==> src/verilog/rate_cfg_pkg.sv <==
`default_nettype none
package rate_cfg_pkg;
   // decimation of the modulator stream: 1024 = 2**10
   localparam int DEC_SHIFT = 10;
   localparam int PERIOD_W = 23;
   localparam int CODE_W = 10;
   localparam logic [CODE_W-1:0] CODE_MIN = 10'h001;
   localparam logic [2:0] ORDER_SINC4 = 3'h4;
   localparam logic [2:0] ORDER_THIRD_ORDER_FILTER_SELECT = 3'h3;
   localparam logic [2:0] ORDER_NONE = 3'h1;
   // settling in output periods once chopped
   localparam logic [2:0] CHOP_SETTLE = 3'h2;
   localparam logic [2:0] ONE_PERIOD = 3'h1;
   localparam logic [PERIOD_W-1:0] COUNT_ONE = 23'h00_0001;
   localparam int FIFTY_HZ = 50;
   localparam int NOMINAL_MCLK_HZ = 4920000;

   typedef enum logic [1:0] {
      ST_IDLE = 2'b00,
      ST_SETTLE = 2'b01,
      ST_RUN = 2'b10
   } conv_state_e;

   typedef struct packed {
      logic clock_halve;
      logic single_cycle_enable;
      logic sixty_hertz_notch_enable;
      logic third_order_filter_select;
      logic chop_enable;
      logic fast_settle_enable;
      logic single_conversion_mode;
      logic multi_channel;
      logic [CODE_W-1:0] rate_code;
   } rate_cfg_s;

   typedef struct packed {
      logic [PERIOD_W-1:0] period;
      logic [PERIOD_W-1:0] notch_divisor;
      logic [PERIOD_W:0] chop_notch_divisor;
      logic sixty_notch_active;
      logic single_cycle_active;
   } rate_info_s;
endpackage : rate_cfg_pkg
`default_nettype wire

==> src/verilog/sigma_delta_filter_rate_config.sv <==
`default_nettype none
//Contract
//halve master clock when halving bit set
//software keeps halving bit clear normally
//software sets halving for low-supply calibration
//software prefers chop and slow rate calibrating
//single-cycle bit gives settled result per period
//single-cycle ignored multi-channel or single-conversion
//with fast settling, single-cycle needs chop
//add 60 Hz notch when first notch 50
//rate code sets cutoff, notch, data rate
//plain rate is clock over 1024 over code
//plain first notch equals output data rate
//chopped rate divides further by sinc order
//chopped first notch is order times rate
//chop notches at odd multiples half rate
//sinc order four by default, three selected
module sigma_delta_filter_rate_config #(
   parameter int MCLK_HZ = rate_cfg_pkg::NOMINAL_MCLK_HZ
) (
   input wire logic clk,
   input wire logic nrst,
   input wire logic convert_enable,
   input wire rate_cfg_pkg::rate_cfg_s cfg,
   output logic mod_tick,
   output logic data_ready,
   output logic result_settled,
   output logic code_valid,
   output rate_cfg_pkg::rate_info_s info
);
   // rate code whose first notch lands on 50 Hz at full clock
   localparam logic [rate_cfg_pkg::CODE_W:0] FIFTY_CODE =
      (rate_cfg_pkg::CODE_W+1)'(MCLK_HZ / ((1 << rate_cfg_pkg::DEC_SHIFT) *
      rate_cfg_pkg::FIFTY_HZ));

   // sinc order pick
   function automatic logic [2:0] sinc_order(input rate_cfg_pkg::rate_cfg_s c);
      sinc_order = c.third_order_filter_select ? rate_cfg_pkg::ORDER_THIRD_ORDER_FILTER_SELECT
                                               : rate_cfg_pkg::ORDER_SINC4;
   endfunction : sinc_order

   // single-cycle bit only acts for one channel in continuous mode
   function automatic logic single_ok(input rate_cfg_pkg::rate_cfg_s c);
      // fast settling masks the bit unless chopped
      single_ok = c.single_cycle_enable && !c.multi_channel &&
                  !c.single_conversion_mode && (!c.fast_settle_enable || c.chop_enable);
   endfunction : single_ok

   logic half_phase;
   rate_cfg_pkg::conv_state_e state;
   logic [rate_cfg_pkg::PERIOD_W-1:0] count;
   logic [2:0] settle_left;
   rate_cfg_pkg::rate_cfg_s cfg_q;
   logic [rate_cfg_pkg::PERIOD_W-1:0] next_base;
   logic [rate_cfg_pkg::PERIOD_W-1:0] next_period;
   logic [2:0] next_mult;
   logic [2:0] latency;
   logic period_end;
   logic restart;
   logic fifty_hit;

   // divide by two via alternating tick; the tick counter and period_end only move on ticks, the idle-to-settle step does not wait for one
   always_ff @(posedge clk or negedge nrst)
   begin
      if (!nrst)
         half_phase <= 1'b0;
      else
         half_phase <= cfg.clock_halve ? !half_phase : 1'b0;
   end
   assign mod_tick = !cfg.clock_halve || half_phase;

   // base divisor is 1024 ticks per code step
   assign next_base = rate_cfg_pkg::PERIOD_W'({cfg.rate_code, {rate_cfg_pkg::DEC_SHIFT{1'b0}}});
   // chopped or fast-settled rates divide again by the order
   assign next_mult = (cfg.chop_enable || cfg.fast_settle_enable) ? sinc_order(cfg)
                                                                  : rate_cfg_pkg::ORDER_NONE;
   assign next_period = rate_cfg_pkg::PERIOD_W'(next_base * next_mult);
   // first notch sits at 50 Hz; halving doubles the equivalent code
   assign fifty_hit = ({1'b0, cfg.rate_code} << cfg.clock_halve) == FIFTY_CODE;
   assign code_valid = cfg.rate_code >= rate_cfg_pkg::CODE_MIN;

   // derived rate figures registered for the datapath
   always_ff @(posedge clk or negedge nrst)
   begin
      if (!nrst)
      begin
         info <= '0;
      end
      else
      begin
         info.period <= next_period;
         // plain notch equals the output rate
         // chopped notch is order times the slower rate, same divisor
         info.notch_divisor <= next_base;
         // chop notch spacing: odd multiples of half the data rate
         info.chop_notch_divisor <= cfg.chop_enable ? {next_period, 1'b0} : '0;
         info.sixty_notch_active <= cfg.sixty_hertz_notch_enable && fifty_hit;
         info.single_cycle_active <= single_ok(cfg);
      end
   end

   // any configuration change restarts filter settling
   always_ff @(posedge clk or negedge nrst)
   begin
      if (!nrst)
         cfg_q <= '0;
      else
         cfg_q <= cfg;
   end
   assign restart = (cfg_q != cfg) || !convert_enable || !code_valid;

   // settling depth: one period with single-cycle active, else two periods chopped, else order
   assign latency = info.single_cycle_active ? rate_cfg_pkg::ONE_PERIOD
                  : (cfg.chop_enable ? rate_cfg_pkg::CHOP_SETTLE : sinc_order(cfg));
   assign period_end = mod_tick && (count == info.period - rate_cfg_pkg::COUNT_ONE);

   // tick counter over one output period; the period register lags cfg by one cycle,
   // which the restart covers
   always_ff @(posedge clk or negedge nrst)
   begin
      if (!nrst)
         count <= '0;
      else if (restart || state == rate_cfg_pkg::ST_IDLE)
         count <= '0;
      else if (period_end)
         count <= '0;
      else if (mod_tick)
         count <= count + rate_cfg_pkg::COUNT_ONE;
   end

   // conversion sequencing
   always_ff @(posedge clk or negedge nrst)
   begin
      if (!nrst)
      begin
         state <= rate_cfg_pkg::ST_IDLE;
         settle_left <= 3'h0;
         data_ready <= 1'b0;
         result_settled <= 1'b0;
      end
      else
      begin
         data_ready <= 1'b0;
         if (restart)
         begin
            state <= rate_cfg_pkg::ST_IDLE;
            result_settled <= 1'b0;
         end
         else
         begin
            case (state)
               rate_cfg_pkg::ST_IDLE:
               begin
                  state <= rate_cfg_pkg::ST_SETTLE;
                  settle_left <= latency;
               end
               rate_cfg_pkg::ST_SETTLE:
               begin
                  if (period_end)
                  begin
                     if (settle_left == rate_cfg_pkg::ONE_PERIOD)
                     begin
                        data_ready <= 1'b1;
                        result_settled <= 1'b1;
                        state <= rate_cfg_pkg::ST_RUN;
                        // one-period latency re-settles before every result
                        if (info.single_cycle_active)
                        begin
                           state <= rate_cfg_pkg::ST_SETTLE;
                           settle_left <= latency;
                        end
                     end
                     else
                     begin
                        settle_left <= settle_left - rate_cfg_pkg::ONE_PERIOD;
                     end
                  end
               end
               rate_cfg_pkg::ST_RUN:
               begin
                  // steady stream: one result every output period
                  if (period_end)
                     data_ready <= 1'b1;
               end
               default:
                  state <= rate_cfg_pkg::ST_IDLE;
            endcase
         end
      end
   end

   // halving leaves a gap after every tick
   a_halve_gap: assert property (@(posedge clk) disable iff (!nrst)
      cfg.clock_halve && $past(cfg.clock_halve) && mod_tick |=> !mod_tick || !cfg.clock_halve)
      else $error("halved clock ticked twice");
   // halved clock still ticks
   a_halve_tick: assert property (@(posedge clk) disable iff (!nrst)
      cfg.clock_halve && $past(cfg.clock_halve) && !mod_tick |=> mod_tick || !cfg.clock_halve)
      else $error("halved clock missed a tick");
   // full clock every cycle
   a_full_rate: assert property (@(posedge clk) disable iff (!nrst)
      !cfg.clock_halve |-> mod_tick)
      else $error("full clock missed a tick");
   // plain period length
   a_plain_period: assert property (@(posedge clk) disable iff (!nrst)
      $stable(cfg) && !cfg.chop_enable && !cfg.fast_settle_enable
      |=> info.period == {$past(cfg.rate_code), 10'h000})
      else $error("plain period wrong");
   // chopped period length
   a_chop_period: assert property (@(posedge clk) disable iff (!nrst)
      $stable(cfg) && cfg.chop_enable
      |=> info.period == 23'(({$past(cfg.rate_code), 10'h000}) *
          ($past(cfg.third_order_filter_select) ? 3 : 4)))
      else $error("chopped period wrong");
   // first notch place
   a_notch_place: assert property (@(posedge clk) disable iff (!nrst)
      $stable(cfg) |=> info.notch_divisor == {$past(cfg.rate_code), 10'h000})
      else $error("first notch misplaced");
   // chop notch spacing
   a_chop_notch: assert property (@(posedge clk) disable iff (!nrst)
      $stable(cfg) && cfg.chop_enable |=> info.chop_notch_divisor == {info.period, 1'b0})
      else $error("chop notch spacing wrong");
   // sixty notch cause
   a_sixty_cause: assert property (@(posedge clk) disable iff (!nrst)
      info.sixty_notch_active |-> $past(cfg.sixty_hertz_notch_enable))
      else $error("sixty notch without enable");
   // single-cycle masking
   a_single_mask: assert property (@(posedge clk) disable iff (!nrst)
      $past(cfg.multi_channel) || $past(cfg.single_conversion_mode)
      |-> !info.single_cycle_active)
      else $error("single-cycle not masked");
   // fast settling mask
   a_fast_mask: assert property (@(posedge clk) disable iff (!nrst)
      $past(cfg.fast_settle_enable) && !$past(cfg.chop_enable) |-> !info.single_cycle_active)
      else $error("single-cycle acts under fast settling");
   // only settled results
   a_ready_settled: assert property (@(posedge clk) disable iff (!nrst)
      data_ready |-> result_settled && $past(code_valid) && $past(convert_enable))
      else $error("unsettled result delivered");

   c_plain_ready: cover property (@(posedge clk) disable iff (!nrst)
      data_ready && !cfg.chop_enable);
   c_chop_ready: cover property (@(posedge clk) disable iff (!nrst)
      data_ready && cfg.chop_enable);
   c_single_ready: cover property (@(posedge clk) disable iff (!nrst)
      data_ready && info.single_cycle_active);
   c_sixty: cover property (@(posedge clk) disable iff (!nrst) info.sixty_notch_active);
endmodule : sigma_delta_filter_rate_config
`default_nettype wire

==> config.mk <==
export PLATFORM = sky130hd
export DESIGN_NAME = sigma_delta_filter_rate_config
export DESIGN_NICKNAME = d
export VERILOG_FILES = /design/src/verilog/rate_cfg_pkg.sv /design/src/verilog/sigma_delta_filter_rate_config.sv
export SDC_FILE = /design/constraint.sdc
export NUM_CORES = 1
export LEC_CHECK = 0
export BUFFER_PORTS_ARGS = -buffer_cell sky130_fd_sc_hd__buf_4
export CAP_MARGIN = 20
export CORE_MARGIN = 2
export CORE_UTILIZATION = 53
export CTS_CLUSTER_SIZE = 20
export DETAILED_ROUTE_END_ITERATION = 7
export HOLD_SLACK_MARGIN = 0.15
export PLACE_DENSITY = 0.76
export SYNTH_ARGS = -nofsm -noshare
export SYNTH_HDL_FRONTEND = slang
export SYNTH_SLANG_ARGS = --single-unit
==> constraint.sdc <==
create_clock -name clk -period 3.19 [get_ports clk]
set_clock_uncertainty 0.05 [all_clocks]
set_input_delay 0.4785 -clock clk [delete_from_list [all_inputs] [get_ports clk]]
set_output_delay 0.4785 -clock clk [all_outputs]
set_load 0.005 [all_outputs]
==> results.md, run 1 <==
- The clock period minus worst slack is 2.968 ns.
- Summed over all nets, wire length on met3 after detailed routing comes to 614 um.
- The number of setup buffers added after CTS is 0.
- The cell chosen for the clock root is sky130_fd_sc_hd__clkbuf_8.
- Global routing used 23.96% of the available tracks across all layers.
- The detailed router finished its first iteration with 197 violations.
- The sum of routed wire length over all layers is 12.29 mm.
- After clock tree synthesis, the clock-pin slew on the worst setup and hold paths is 0.09 ns.
- The uppermost layer routed is met4.
- The number of clock sinks is 77.
- In this run the worst hold path is classified as primary input to register.
- The flop and latch count out of synthesis is 77.
- The element type at the critical path end is a register.
- The area of the die is 10690 sq um.
- The area overhead of the layout relative to synthesis is 14.29%.
- The die is 103.4 um tall.
- The detail route stage leaves a number of antenna-violating nets equal to 0.
- The number of synthesis warnings is 0.
- Of all flip-flops after synthesis, the portion carrying an async set or reset was 100.0%.
- For this design the static power due to leakage is 2.675 nW.
- In this run the critical register-to-register path is captured at state[0]$_DFFE_PN0P_.
- The count of flip-flops with a built-in enable after synthesis is 0.
- The number of pins with negative max-slew slack in the final report is 0.
- The number of standard-cell rows in the floorplan is 36.
- The setup path with the least slack is of type register to register.
- In this run the critical register-to-register path is launched from info[60]$_DFF_PN0_.
- The power density of the placed cells is 423.1 nW/um^2.
- Detailed placement ended at an HPWL of 9.152 mm.
- In the final design database the tool counted 687 nets.
- The flip-flop cell with the highest count after synthesis is sky130_fd_sc_hd__dfrtp_1.
- The initial antenna violation count is 0.
- The mean area per synthesized cell is 9.152 sq um.
- The number of hold violations in the final report is 0.
- For this run the aggregate overflow at the end of global routing stands at 0.
- Using the TritonRoute via totals, the vias-per-cell ratio works out to 5.568.
- Data on the critical path arrives at its endpoint at 3.20 ns.
- The number of antenna repair diodes is 0.
- Setup repair after global routing left no endpoint under its margin.
- The startpoint of the tightest hold check path is cfg[10].
- The worst hold endpoint is cfg_q[10]$_DFF_PN0_.
- Max-cap violations in this run came to 0.
- The region available for standard cell placement spans 9684 sq um.
- The part of the Yosys area used for sequential elements is 36.81%.
- The maximum ir drop on the vdd rail is 309.1 uV.
- At the later pin of the worst-skew pair, clock insertion delay measures 0.37 ns.
- The setup slack on the worst flop-to-flop path is 0.22 ns.
- The clock passes through at most 2 buffers.
- The DRC violation count after routing is 0.
- TritonCTS built the clock tree.
- The first global-routing pass estimated 19.53 mm of wire.
- The fraction of final layout cells sized beyond drive strength 1 is 18.35%.
- The tightest hold path in the finished design has a slack of 0.1803 ns.
- For the pin with the worst max-slew slack, the measured transition is 0.9671 ns.
- The startpoint kind of the worst setup timing path is a register.
- Of the available clock period, the critical path in the final layout requires 93.05%.
- The number of buffers created by CTS is 9.
- The number of buffer cells added on primary ports is 62.
- The H-tree was split into 3 levels.
- The via count of the first global-routing pass was 4054.
- The tightest slew margin relative to the limit is 35.53%.
- The number of top-level pins is 97.
- Counting instances, the worst hold path has a depth of 1.
- The final setup violation count is 0.
- The detailed-routed wire length on met2 is 6.204 mm.
- The detailed-route via count is 4321.
- The first detailed-routing pass ran for 6 iterations.
- Entering global routing, the biggest net connects 78 pins.
- For this run, the share of the core covered by cells in the final layout is 61.78%.
- The cell area that synthesis handed to floorplanning was 5235 sq um.
- Measured in cells, the most critical reg-to-reg path has a length of 9.
- Measured along the x axis, the die boundary spans 103.4 um.
- After synthesis, the netlist uses 58 different library cells.
- The flow ran to the end, and the final reports show no timing, DRC or antenna violations.
- The initial cell density of the core is 54.06%.
- The wire length per cell is 15.83 um.
- Of all nets on the critical path, the largest fanout is 6.
- For this block, wires on met1 add up to 5.181 mm.
- The synthesized instance count is 572.
- The top achievable clock speed is 336.9 MHz.
- The critical path required time is 3.42 ns.
- The final RePlAce weighted congestion is 0.8133.
## layout make-up
cell class	instances	area (sq um)
clock buffers	10	127.6
clock inverters	6	70.07
fillers	820	3701
inverters	42	157.7
multi-input cells	422	2864
flip-flops and latches	77	1927
well taps	133	166.4
repair buffers	86	670.6
## metrics by stage
stage	setup TNS, ns	cells	power (mW)	worst slack (ns)	instance area (sq um)
floorplan	-0.01587	605	1.523	-0.01587	5409
global placement	-0.2657	760	1.761	-0.07382	5786
detailed placement	-1.075	760	1.780	-0.1739	5786
CTS	0	776	2.547	0.2066	5983
global route	0	776	2.664	0.01695	5983
finish	0	776	2.532	0.2218	5983
## cells in the mapped netlist, types with 2 or more instances
| master | number | share of area, % |
|---|---|---|
| sky130_fd_sc_hd__nor2b_1 | 7 | 0.84 |
| sky130_fd_sc_hd__o21bai_1 | 2 | 0.29 |
| sky130_fd_sc_hd__o31ai_1 | 3 | 0.43 |
| sky130_fd_sc_hd__nand4_1 | 18 | 2.2 |
| sky130_fd_sc_hd__o21a_1 | 2 | 0.29 |
| sky130_fd_sc_hd__or4_1 | 5 | 0.72 |
| sky130_fd_sc_hd__buf_2 | 6 | 0.57 |
| sky130_fd_sc_hd__or2_2 | 3 | 0.36 |
| sky130_fd_sc_hd__fa_1 | 9 | 3.4 |
| sky130_fd_sc_hd__a2111oi_0 | 5 | 0.84 |
| sky130_fd_sc_hd__ha_1 | 19 | 4.5 |
| sky130_fd_sc_hd__inv_1 | 42 | 3.0 |
| sky130_fd_sc_hd__nand4b_1 | 7 | 1.2 |
| sky130_fd_sc_hd__nor3_1 | 15 | 1.4 |
| sky130_fd_sc_hd__xor2_1 | 21 | 3.5 |
| sky130_fd_sc_hd__nor2_1 | 32 | 2.3 |
| sky130_fd_sc_hd__xnor2_1 | 18 | 3.0 |
| sky130_fd_sc_hd__o2111ai_1 | 2 | 0.33 |
| sky130_fd_sc_hd__nor4_1 | 10 | 1.2 |
| sky130_fd_sc_hd__nand2_1 | 55 | 3.9 |
| sky130_fd_sc_hd__or4b_1 | 2 | 0.38 |
| sky130_fd_sc_hd__o41ai_1 | 4 | 0.67 |
| sky130_fd_sc_hd__clkbuf_1 | 10 | 0.72 |
| sky130_fd_sc_hd__a21oi_1 | 18 | 1.7 |
| sky130_fd_sc_hd__and3_1 | 4 | 0.48 |
| sky130_fd_sc_hd__a211oi_1 | 2 | 0.29 |
| sky130_fd_sc_hd__buf_4 | 44 | 6.3 |
| sky130_fd_sc_hd__a31oi_1 | 20 | 2.4 |
| sky130_fd_sc_hd__and2_1 | 16 | 1.9 |
| sky130_fd_sc_hd__buf_6 | 4 | 0.86 |
| sky130_fd_sc_hd__or3_1 | 8 | 0.96 |
| sky130_fd_sc_hd__o21ai_0 | 14 | 1.3 |
| sky130_fd_sc_hd__dfrtp_1 | 77 | 37 |
| sky130_fd_sc_hd__mux2i_1 | 17 | 3.3 |
| sky130_fd_sc_hd__nand3_1 | 21 | 2.0 |
| sky130_fd_sc_hd__a21o_1 | 2 | 0.29 |
| sky130_fd_sc_hd__nand2b_1 | 6 | 0.72 |
| sky130_fd_sc_hd__nor3b_1 | 2 | 0.29 |
## state kept, by name, indices dropped and copies added (netlist names)
signal          flops
half_phase          1
cfg_q              18
result_settled      1
count              23
data_ready          1
state               2
settle_left         3
info               28
## what timing repair did
item,CTS,global route
hold endpoints to repair,0,0
hold buffers,0,0
setup endpoints to repair,0,2
gates resized for setup,0,1
## worst max-delay path, cell delays in order (launching register included)
cell	delay, ns
sky130_fd_sc_hd__dfrtp_1	0.44
sky130_fd_sc_hd__inv_1	0.08
sky130_fd_sc_hd__ha_1	0.21
sky130_fd_sc_hd__or4b_1	0.52
sky130_fd_sc_hd__o31a_1	0.29
sky130_fd_sc_hd__nor3_1	0.26
sky130_fd_sc_hd__o21ai_1	0.20
sky130_fd_sc_hd__a2111oi_4	0.49
sky130_fd_sc_hd__nor3_1	0.10
sky130_fd_sc_hd__nor4_1	0.24
## layer usage
layer / global-route usage, % / vias up
met5: 0 / -
met4: 9.717 / 0
met3: 5.578 / 23
met2: 41.04 / 142
met1: 29.15 / 2102
li1: - / 2054
## power breakdown
group	switching [mW]	internal (mW)
Clock	0.400	0.367
Sequential	0.0917	1.05
Combinational	0.335	0.292
Total	0.827	1.71
## layout by cell type, fill, tap and decap left out, types with 8 or more instances in the layout
cell	n
sky130_fd_sc_hd__a31oi_1	20
sky130_fd_sc_hd__buf_4	84
sky130_fd_sc_hd__nand4_1	18
sky130_fd_sc_hd__or3_1	8
sky130_fd_sc_hd__ha_1	19
sky130_fd_sc_hd__conb_1	34
sky130_fd_sc_hd__xor2_1	21
sky130_fd_sc_hd__dfrtp_1	77
sky130_fd_sc_hd__nor2_1	30
sky130_fd_sc_hd__xnor2_1	18
sky130_fd_sc_hd__mux2i_1	17
sky130_fd_sc_hd__a21oi_1	16
sky130_fd_sc_hd__nor4_1	10
sky130_fd_sc_hd__and2_1	16
sky130_fd_sc_hd__nor3_1	15
sky130_fd_sc_hd__clkbuf_8	9
sky130_fd_sc_hd__nand2_1	54
sky130_fd_sc_hd__o21ai_0	11
sky130_fd_sc_hd__nand3_1	21
sky130_fd_sc_hd__fa_1	8
sky130_fd_sc_hd__inv_1	42
## worst max path at each step
stage	from	to	slack (ns)	cells past startpoint
2_1_floorplan	cfg[14]	info[24]$_DFF_PN0_	-0.02	14
3_3_place_gp	cfg[13]	info[24]$_DFF_PN0_	-0.07	14
3_5_place_dp	cfg[13]	info[25]$_DFF_PN0_	-0.17	16
4_1_cts	cfg[13]	info[25]$_DFF_PN0_	0.21	16
5_1_grt	cfg[13]	info[25]$_DFF_PN0_	0.02	16
6_report	info[60]$_DFF_PN0_	state[0]$_DFFE_PN0P_	0.22	9
## cells by family (layout without fill, tap and decap cells)
logic type / after synthesis / count (layout) / synth area share (%)
AO/OA/AOI/OAI: 88 / 88 / 11.97
flip-flops: 77 / 77 / 36.81
adder cells (fa/ha/maj): 28 / 28 / 7.983
buffers and inverters: 106 / 144 / 11.47
XOR/XNOR: 39 / 39 / 6.525
AND/OR/NAND/NOR: 216 / 216 / 21.92
other: 1 / 34 / 0.07163
multiplexers: 17 / 17 / 3.250
(Power assumes the default switching activity.)
==> inputs of run 2 (changes only) <==
==> constraint.sdc (replaced) <==
create_clock -name clk -period 3.8 [get_ports clk]
set_clock_uncertainty 0.05 [all_clocks]
set_input_delay 0.57 -clock clk [delete_from_list [all_inputs] [get_ports clk]]
set_output_delay 0.57 -clock clk [all_outputs]
set_load 0.005 [all_outputs]
==> results.md, run 2 (synthesis results as in run 1) <==
- The flow ran to the end, and the final reports show no timing, DRC or antenna violations.
- Post-CTS timing repair inserted 0 buffers for setup.
- After floorplanning, the core was sized to cover 9684 sq um.
- The number of cells traversed by the worst hold path is 1.
- The clock transition at the registers of the reported paths is 0.09 ns.
- The number of buffer cells added on primary ports is 62.
- The first global-routing pass estimated 19.12 mm of wire.
- The number of iterations in the first detailed-routing pass is 7.
- For this run, design rule violations remaining after detail routing come to 0.
- The area of the die is 10690 sq um.
- The worst setup slack before clock tree synthesis is 0.02825 ns.
- Measured along the x axis, the die boundary spans 103.4 um.
- The cell depth of the worst flop-to-flop path is 10.
- The initial antenna violation count is 0.
- The largest net degree at the start of global routing is 78.
- The endpoint of the lowest-slack register-to-register path is count[19]$_DFFE_PN0P_.
- The count of non-filler cells in the finished layout is 761.
- The via count of the first global-routing pass is 4100.
- The tool flagged a number of max-cap violations equal to 0.
- The fill cell total of the finished layout is 852.
- Dividing the final minimum period by the clock period gives 89.70%.
- The worst hold endpoint is cfg_q[16]$_DFF_PN0_.
- In this run the remaining antenna-violating nets after routing total 0.
- Summed over all layers, the global routing overflow is 0.
- The worst hold path begins at cfg[16].
- The power after layout is 2.131 mW.
- The slack of the critical path is 0.3915 ns.
- STA puts the critical path data arrival time at 3.61 ns.
- The number of antenna repair diodes is 0.
- The element type at the critical path end is a register.
- After clock tree synthesis, the repair step resized 0 gates.
- The number of buffers created by CTS is 9.
- Setup slack on the worst reg-to-reg path comes out at 0.55 ns.
- The most common cell after layout, fill and taps aside is sky130_fd_sc_hd__dfrtp_1.
- The placed wire-length estimate after detailed placement is 8.835 mm.
- The number of placed cells counting well taps is 745.
- The min-delay analysis places its worst path in the category primary input to register.
- Summed over all failing endpoints, the final setup total negative slack is 0 ns.
- In the final layout, the multi-input gates occupy 2831 sq um.
- For this design the static power due to leakage is 2.613 nW.
- The library cells used most frequently in the layout, excluding fill and tap cells, are sky130_fd_sc_hd__dfrtp_1 (77), sky130_fd_sc_hd__buf_4 (71), sky130_fd_sc_hd__nand2_1 (55).
- The post-cts hold buffer count is 0.
- The placed instance area is 5615 sq um.
- Counting along the longest clock path gives a buffer depth of 2.
- The storage element area is 1927 sq um.
- Based on the critical path, the design can be clocked at up to 293.4 MHz.
- After detailed routing, the average wire length per cell comes to 15.54 um.
- The class of the most critical setup path is primary input to register.
- At the later pin of the worst-skew pair, clock insertion delay measures 0.35 ns.
- At the end of routability-driven placement, the weighted congestion stood at 0.8536.
- The post-layout net count is 672.
- The power density of the placed cells is 365.5 nW/um^2.
- The floorplan step set the die height to 103.4 um.
- The reg-to-reg startpoint is info[59]$_DFF_PN0_.
- The TritonCTS clock tree is yes.
- In the final layout, the share of cells above drive strength 1 is 15.13%.
- The number of standard-cell rows in the floorplan is 36.
- Setup repair after global routing left no endpoint under its margin.
- The flip-flop count of the largest register, all copies and words added is 28.
- The initial cell density of the core is 54.06%.
- The startpoint kind of the worst setup timing path is a primary input.
- At the worst endpoint, the required time is 4.00 ns.
- The initial detailed-routing violation count is 271.
- The detailed-route via count is 4309.
- At the pin with the least slew margin, the transition time is 0.9996 ns.
- The number of hold violations in the final report is 0.
- Measured against its own limit, the worst slew margin works out to 33.36%.
- Setup violations remaining at the end of the flow were counted as 0.
- The tree is rooted in a sky130_fd_sc_hd__clkbuf_8.
- For the finished layout, the period the worst path requires is 3.408 ns.
- The number of clock sinks is 77.
- In the final layout, the registers with the most flip-flops are info (28), count (23), cfg_q (18).
- Dividing the detail-routed via count by the number of cells gives 5.662.
- The maximum level of the CTS H-tree is 3.
- Of all nets on the critical path, the largest fanout is 5.
- The number of top-level pins is 97.
- The area overhead of the layout relative to synthesis is 11.38%.
- The register with the highest flop count is info.
- The worst-case IR drop observed on VDD is 220.4 uV.
- Wires add up to 11.83 mm.
- The number of pins with negative max-slew slack in the final report is 0.
- The total non-filler cell area in the finished layout is 5831 sq um.
- Across every metal layer, demand over resource in global routing totals 23.03%.
run 2: cell types whose count changed in the layout (fill, tap and decap cells not counted), sizes merged:
cell | before | now
clkinv | 0 | 4
clkinvlp | 3 | 0
bufinv | 1 | 2
inv | 44 | 42
buf | 86 | 71
run 2: stage by stage:
stage / hold slack, ns / utilization [%]
finish: 0.2928 / 60.21
global route: 0.2715 / 60.21
CTS: 0.2814 / 60.21
detailed placement: 0.4550 / 57.98
global placement: 0.4501 / 57.98
floorplan: 0.2244 / -
run 2: worst max path at each step:
stage / start / endpoint / slack (ns) / depth (start not counted)
after detailed placement: cfg[12] / info[24]$_DFF_PN0_ / 0.03 / 14
after global routing: cfg[12] / info[24]$_DFF_PN0_ / 0.14 / 14
after global placement: cfg[12] / info[24]$_DFF_PN0_ / 0.1 / 14
final: cfg[12] / info[24]$_DFF_PN0_ / 0.39 / 14
after CTS: cfg[12] / info[24]$_DFF_PN0_ / 0.39 / 14
after floorplan: cfg[14] / info[24]$_DFF_PN0_ / 0.08 / 14
run 2: critical path, cell delays in order:
cell,delay (ns)
sky130_fd_sc_hd__buf_4,0.13
sky130_fd_sc_hd__nor2_1,0.19
sky130_fd_sc_hd__or2_2,0.20
sky130_fd_sc_hd__nand2_1,0.08
sky130_fd_sc_hd__fa_1,0.53
sky130_fd_sc_hd__inv_1,0.06
sky130_fd_sc_hd__ha_1,0.28
sky130_fd_sc_hd__a21o_1,0.16
sky130_fd_sc_hd__a21oi_1,0.22
sky130_fd_sc_hd__o21ai_0,0.13
sky130_fd_sc_hd__a2111oi_0,0.53
sky130_fd_sc_hd__o31ai_1,0.19
sky130_fd_sc_hd__xor2_1,0.18
sky130_fd_sc_hd__and2_1,0.17
run 2: cell type report:
cell class | count | share of cell area [%]
repair buffers | 71 | 9.142
multi-input cells | 422 | 48.56
inverters | 42 | 2.704
clock buffers | 10 | 2.189
well taps | 133 | 2.854
flip-flops and latches | 77 | 33.05
clock inverters | 6 | 1.502
run 2: per-layer routing:
metal	vias up	routed length, um	track usage (%)
li1	2029	-	-
met1	2097	4900	28.71
met2	156	6073	39.85
met3	27	572	4.234
met4	0	281	8.603
met5	-	0	0
run 2: report_power, final:
part | switching (mW) | total, mW | internal, mW | leakage, nW
registers | 0.0806 | 0.958 | 0.878 | 0.989
logic | 0.267 | 0.489 | 0.222 | 1.51
clock network | 0.314 | 0.684 | 0.370 | 0.110
==> inputs of run 3 (changes only) <==
--- a/config.mk
+++ b/config.mk
@@ -7,8 +7,7 @@
 export LEC_CHECK = 0
 export BUFFER_PORTS_ARGS = -buffer_cell sky130_fd_sc_hd__buf_4
 export CAP_MARGIN = 20
-export CORE_MARGIN = 2
-export CORE_UTILIZATION = 53
+export CORE_UTILIZATION = 51
 export CTS_CLUSTER_SIZE = 20
 export DETAILED_ROUTE_END_ITERATION = 7
 export HOLD_SLACK_MARGIN = 0.15
==> constraint.sdc (replaced) <==
create_clock -name clk -period 3 [get_ports clk]
set_clock_uncertainty 0.05 [all_clocks]
set_input_delay 0.45 -clock clk [delete_from_list [all_inputs] [get_ports clk]]
set_output_delay 0.45 -clock clk [all_outputs]
set_load 0.005 [all_outputs]
==> results.md, run 3 (synthesis results as in run 1) <==
- The clock insertion delay at the later pin of the skew report is 0.36 ns.
- Summing over every cut layer, the via total after detailed routing is 4376.
- Before antenna repair, the detailed router went through 7 iterations.
- The tree is rooted in a sky130_fd_sc_hd__clkbuf_8.
- The placed wire-length estimate after detailed placement is 9.217 mm.
- Entering global routing, the biggest net connects 78 pins.
- For this design, the sink count on the clock tree is 77.
- At the worst endpoint, the arrival time is 3.09 ns.
- The leakage power figure is 2.758 nW.
- In the final routed layout, each cell accounts on average for 15.59 um.
- The max capacitance violation total is 0.
- In this run the count of I/O pins placed on the die edge is 97.
- The register with the most flip-flops in the final layout is info.
- The clock period minus worst slack is 2.896 ns.
- The largest registers in the layout are info (28), count (23), cfg_q (18).
- The total internal power is 1.858 mW.
- Cells with a size suffix above 1 make up 21.49% of the layout.
- The via count normalized by instance count is 5.546.
- Of the total power, registers draw 43.5%.
- The area overhead of the layout relative to synthesis is 17.81%.
- The area of the die is 10670 sq um.
- Measured along the y axis, the die boundary spans 103.3 um.
- In the layout the commonest cells are sky130_fd_sc_hd__buf_4 (95), sky130_fd_sc_hd__dfrtp_1 (77), sky130_fd_sc_hd__nand2_1 (53).
- The tightest slew margin relative to the limit is 36.14%.
- The kind of cell adding the most delay to the critical path is compound AO/OA/AOI/OAI gates.
- The clock tree synthesis step divided the H-tree into 3 levels.
- For this run, the number of standard cells in the final layout without fillers is 789.
- The detail route stage leaves a number of antenna-violating nets equal to 0.
- The run finished with clean final reports.
- The net switching power figure is 0.8859 mW.
- On the critical path, the stage with the largest delay is an instance of sky130_fd_sc_hd__fa_1.
- 0 antenna diodes ended up in the layout.
- During placement, the flow inserted port buffers numbering 62.
- The initial cell density of the core is 53.07%.
- The final setup violation count is 0.
- The maximum fanout along the worst path is 5.
- The deepest clock path buffer count is 2.
- The first routing iteration left 230 violations.
- STA classifies the critical path endpoint as a register.
- The post-layout net count is 700.
- The number of buffers and inverters on the critical path is 2.
- The sum of routed wire length over all layers is 12.30 mm.
- In the routed design, unresolved DRC markers number 0.
- Timing would allow up to 345.2 MHz.
- The maximum ir drop on the vdd rail is 258.4 uV.
- The floorplan has 36 rows.
- The number of hold violations in the final report came to 0.
- Once placement completed, the tool counted placed cells totaling 771.
- The relative contribution of the clock network to total power is 29.1%.
- The power density of the placed cells is 444.9 nW/um^2.
- In this design, the stage delay of the slowest critical-path cell is 0.52 ns.
- The slack of the critical path is 0.1035 ns.
- The worst hold path class is primary input to asynchronous set/reset pin.
- The worst setup path is of the primary input to register kind.
- The floorplan step defined a core boundary enclosing 9864 sq um.
- For the worst setup path, the data required time is 3.20 ns.
- The transition time at the pin with the least slew margin is 0.9580 ns.
- In the final timing run, aggregate negative setup slack is 0 ns.
- Walking the worst path, the cells encountered are buf_8 > nor2_4 > or2_4 > nand2_4 > fa_1 > inv_1 > ha_1 > a21o_1 > a21oi_2 > o21ai_2 > a2111oi_4 > o31ai_2 > xor2_1 > and2_1.
- The final hold slack is 0.1660 ns.
- The most common cell after layout, fill and taps aside is sky130_fd_sc_hd__buf_4.
- The sequential cells in the finished layout cover a total of 1927 sq um.
- The first global-routing pass estimated 19.79 mm of wire.
- The layout has 821 filler cells.
- The register with the most flip-flops in the layout has 28 of them.
- The via count of the first global-routing pass is 4208.
- STA classifies the critical path startpoint as a primary input.
- After global routing the overflow that remains totals 0.
- The clock transition at the registers of the reported paths is 0.09 ns.
- The initial antenna violation count is 0.
- The number of pins with negative max-slew slack in the final report is 0.
- The post-cts hold buffer count is 0.
- Routability-driven placement finished with a final weighted congestion of 0.8608.
- The area occupied by multi-input gates is 2939 sq um.
- The number of buffers created by CTS is 9.
- Net switching is 32.29% of the power.
- The total routing resource utilization after global routing is 24.52%.
- Combinational cells account for 27.5% of the total power.
- After layout, the worst path uses 96.55% of the clock period.
- The TritonCTS clock tree is yes.
- Setup repair after global routing could not meet its margin everywhere.
- The worst setup slack before clock tree synthesis is -0.2661 ns.
- Measured along the x axis, the die boundary spans 103.3 um.
run 3: cell count changes in the layout (fill, tap and decap cells not counted), moves of 3 or more:
cell                         delta
sky130_fd_sc_hd__buf_4         +24
sky130_fd_sc_hd__o21ai_1        +3
sky130_fd_sc_hd__o21ai_0        -4
sky130_fd_sc_hd__clkinvlp_4     +3
run 3: timing repair:
action / 4_1_cts / 5_1_grt
endpoints found under the setup margin: 1 / 11
endpoints found under the hold margin: 0 / 0
pin swaps: 2 / 14
buffers inserted: 0 / 2
gates resized for setup: 2 / 13
gates cloned: 0 / 0
run 3: through the flow:
stage | area (sq um) | total power [mW] | utilization [%]
2_1_floorplan | 5436 | 1.623 | -
3_3_place_gp | 5878 | 1.909 | 59.59
3_5_place_dp | 5878 | 1.934 | 59.59
4_1_cts | 6085 | 2.733 | 61.68
5_1_grt | 6167 | 2.883 | 62.52
6_report | 6167 | 2.744 | 62.52
run 3: worst paths after layout:
| kind | depth (start not counted) | to | startpoint | slack [ns] |
|---|---|---|---|---|
| max | 14 | info[24]$_DFF_PN0_ | cfg[12] | 0.10 |
| min | 1 | count[13]$_DFFE_PN0P_ | nrst | 0.17 |
| max reg2reg | 10 | state[1]$_DFFE_PN0P_ | info[59]$_DFF_PN0_ | 0.13 |
| min reg2reg | 2 | result_settled$_DFFE_PN0P_ | result_settled$_DFFE_PN0P_ | 0.47 |
| max in group asynchronous | 1 | cfg_q[14]$_DFF_PN0_ | nrst | 2.10 |
| min in group clk | 1 | cfg_q[10]$_DFF_PN0_ | cfg[10] | 0.17 |
run 3: area by class of cell:
| type | instances | share of cell area [%] |
|---|---|---|
| clock buffer | 10 | 2.069 |
| clock inverter | 6 | 1.136 |
| inverter | 42 | 2.556 |
| multi-input combinational | 422 | 47.66 |
| sequential | 77 | 31.24 |
| tap | 133 | 2.698 |
| timing repair buffer | 99 | 12.64 |
run 3: power groups by stage:
| stage | registers [mW] | clock network, mW | logic [mW] |
|---|---|---|---|
| global placement | 1.21 | 0 | 0.700 |
| CTS | 1.19 | 0.809 | 0.732 |
| finish | 1.19 | 0.797 | 0.754 |
| global route | 1.20 | 0.852 | 0.829 |
| floorplan | 1.21 | 0 | 0.418 |
| detailed placement | 1.21 | 0 | 0.724 |
run 3: per-layer routing:
layer  up-vias  track usage, %  part of all wire (%)
li1       2086               -                     -
met1      2120           29.02                    41
met2       142           44.36                    53
met3        28           3.226                   4.3
met4         0           11.27                   2.3
met5         -               0                     0
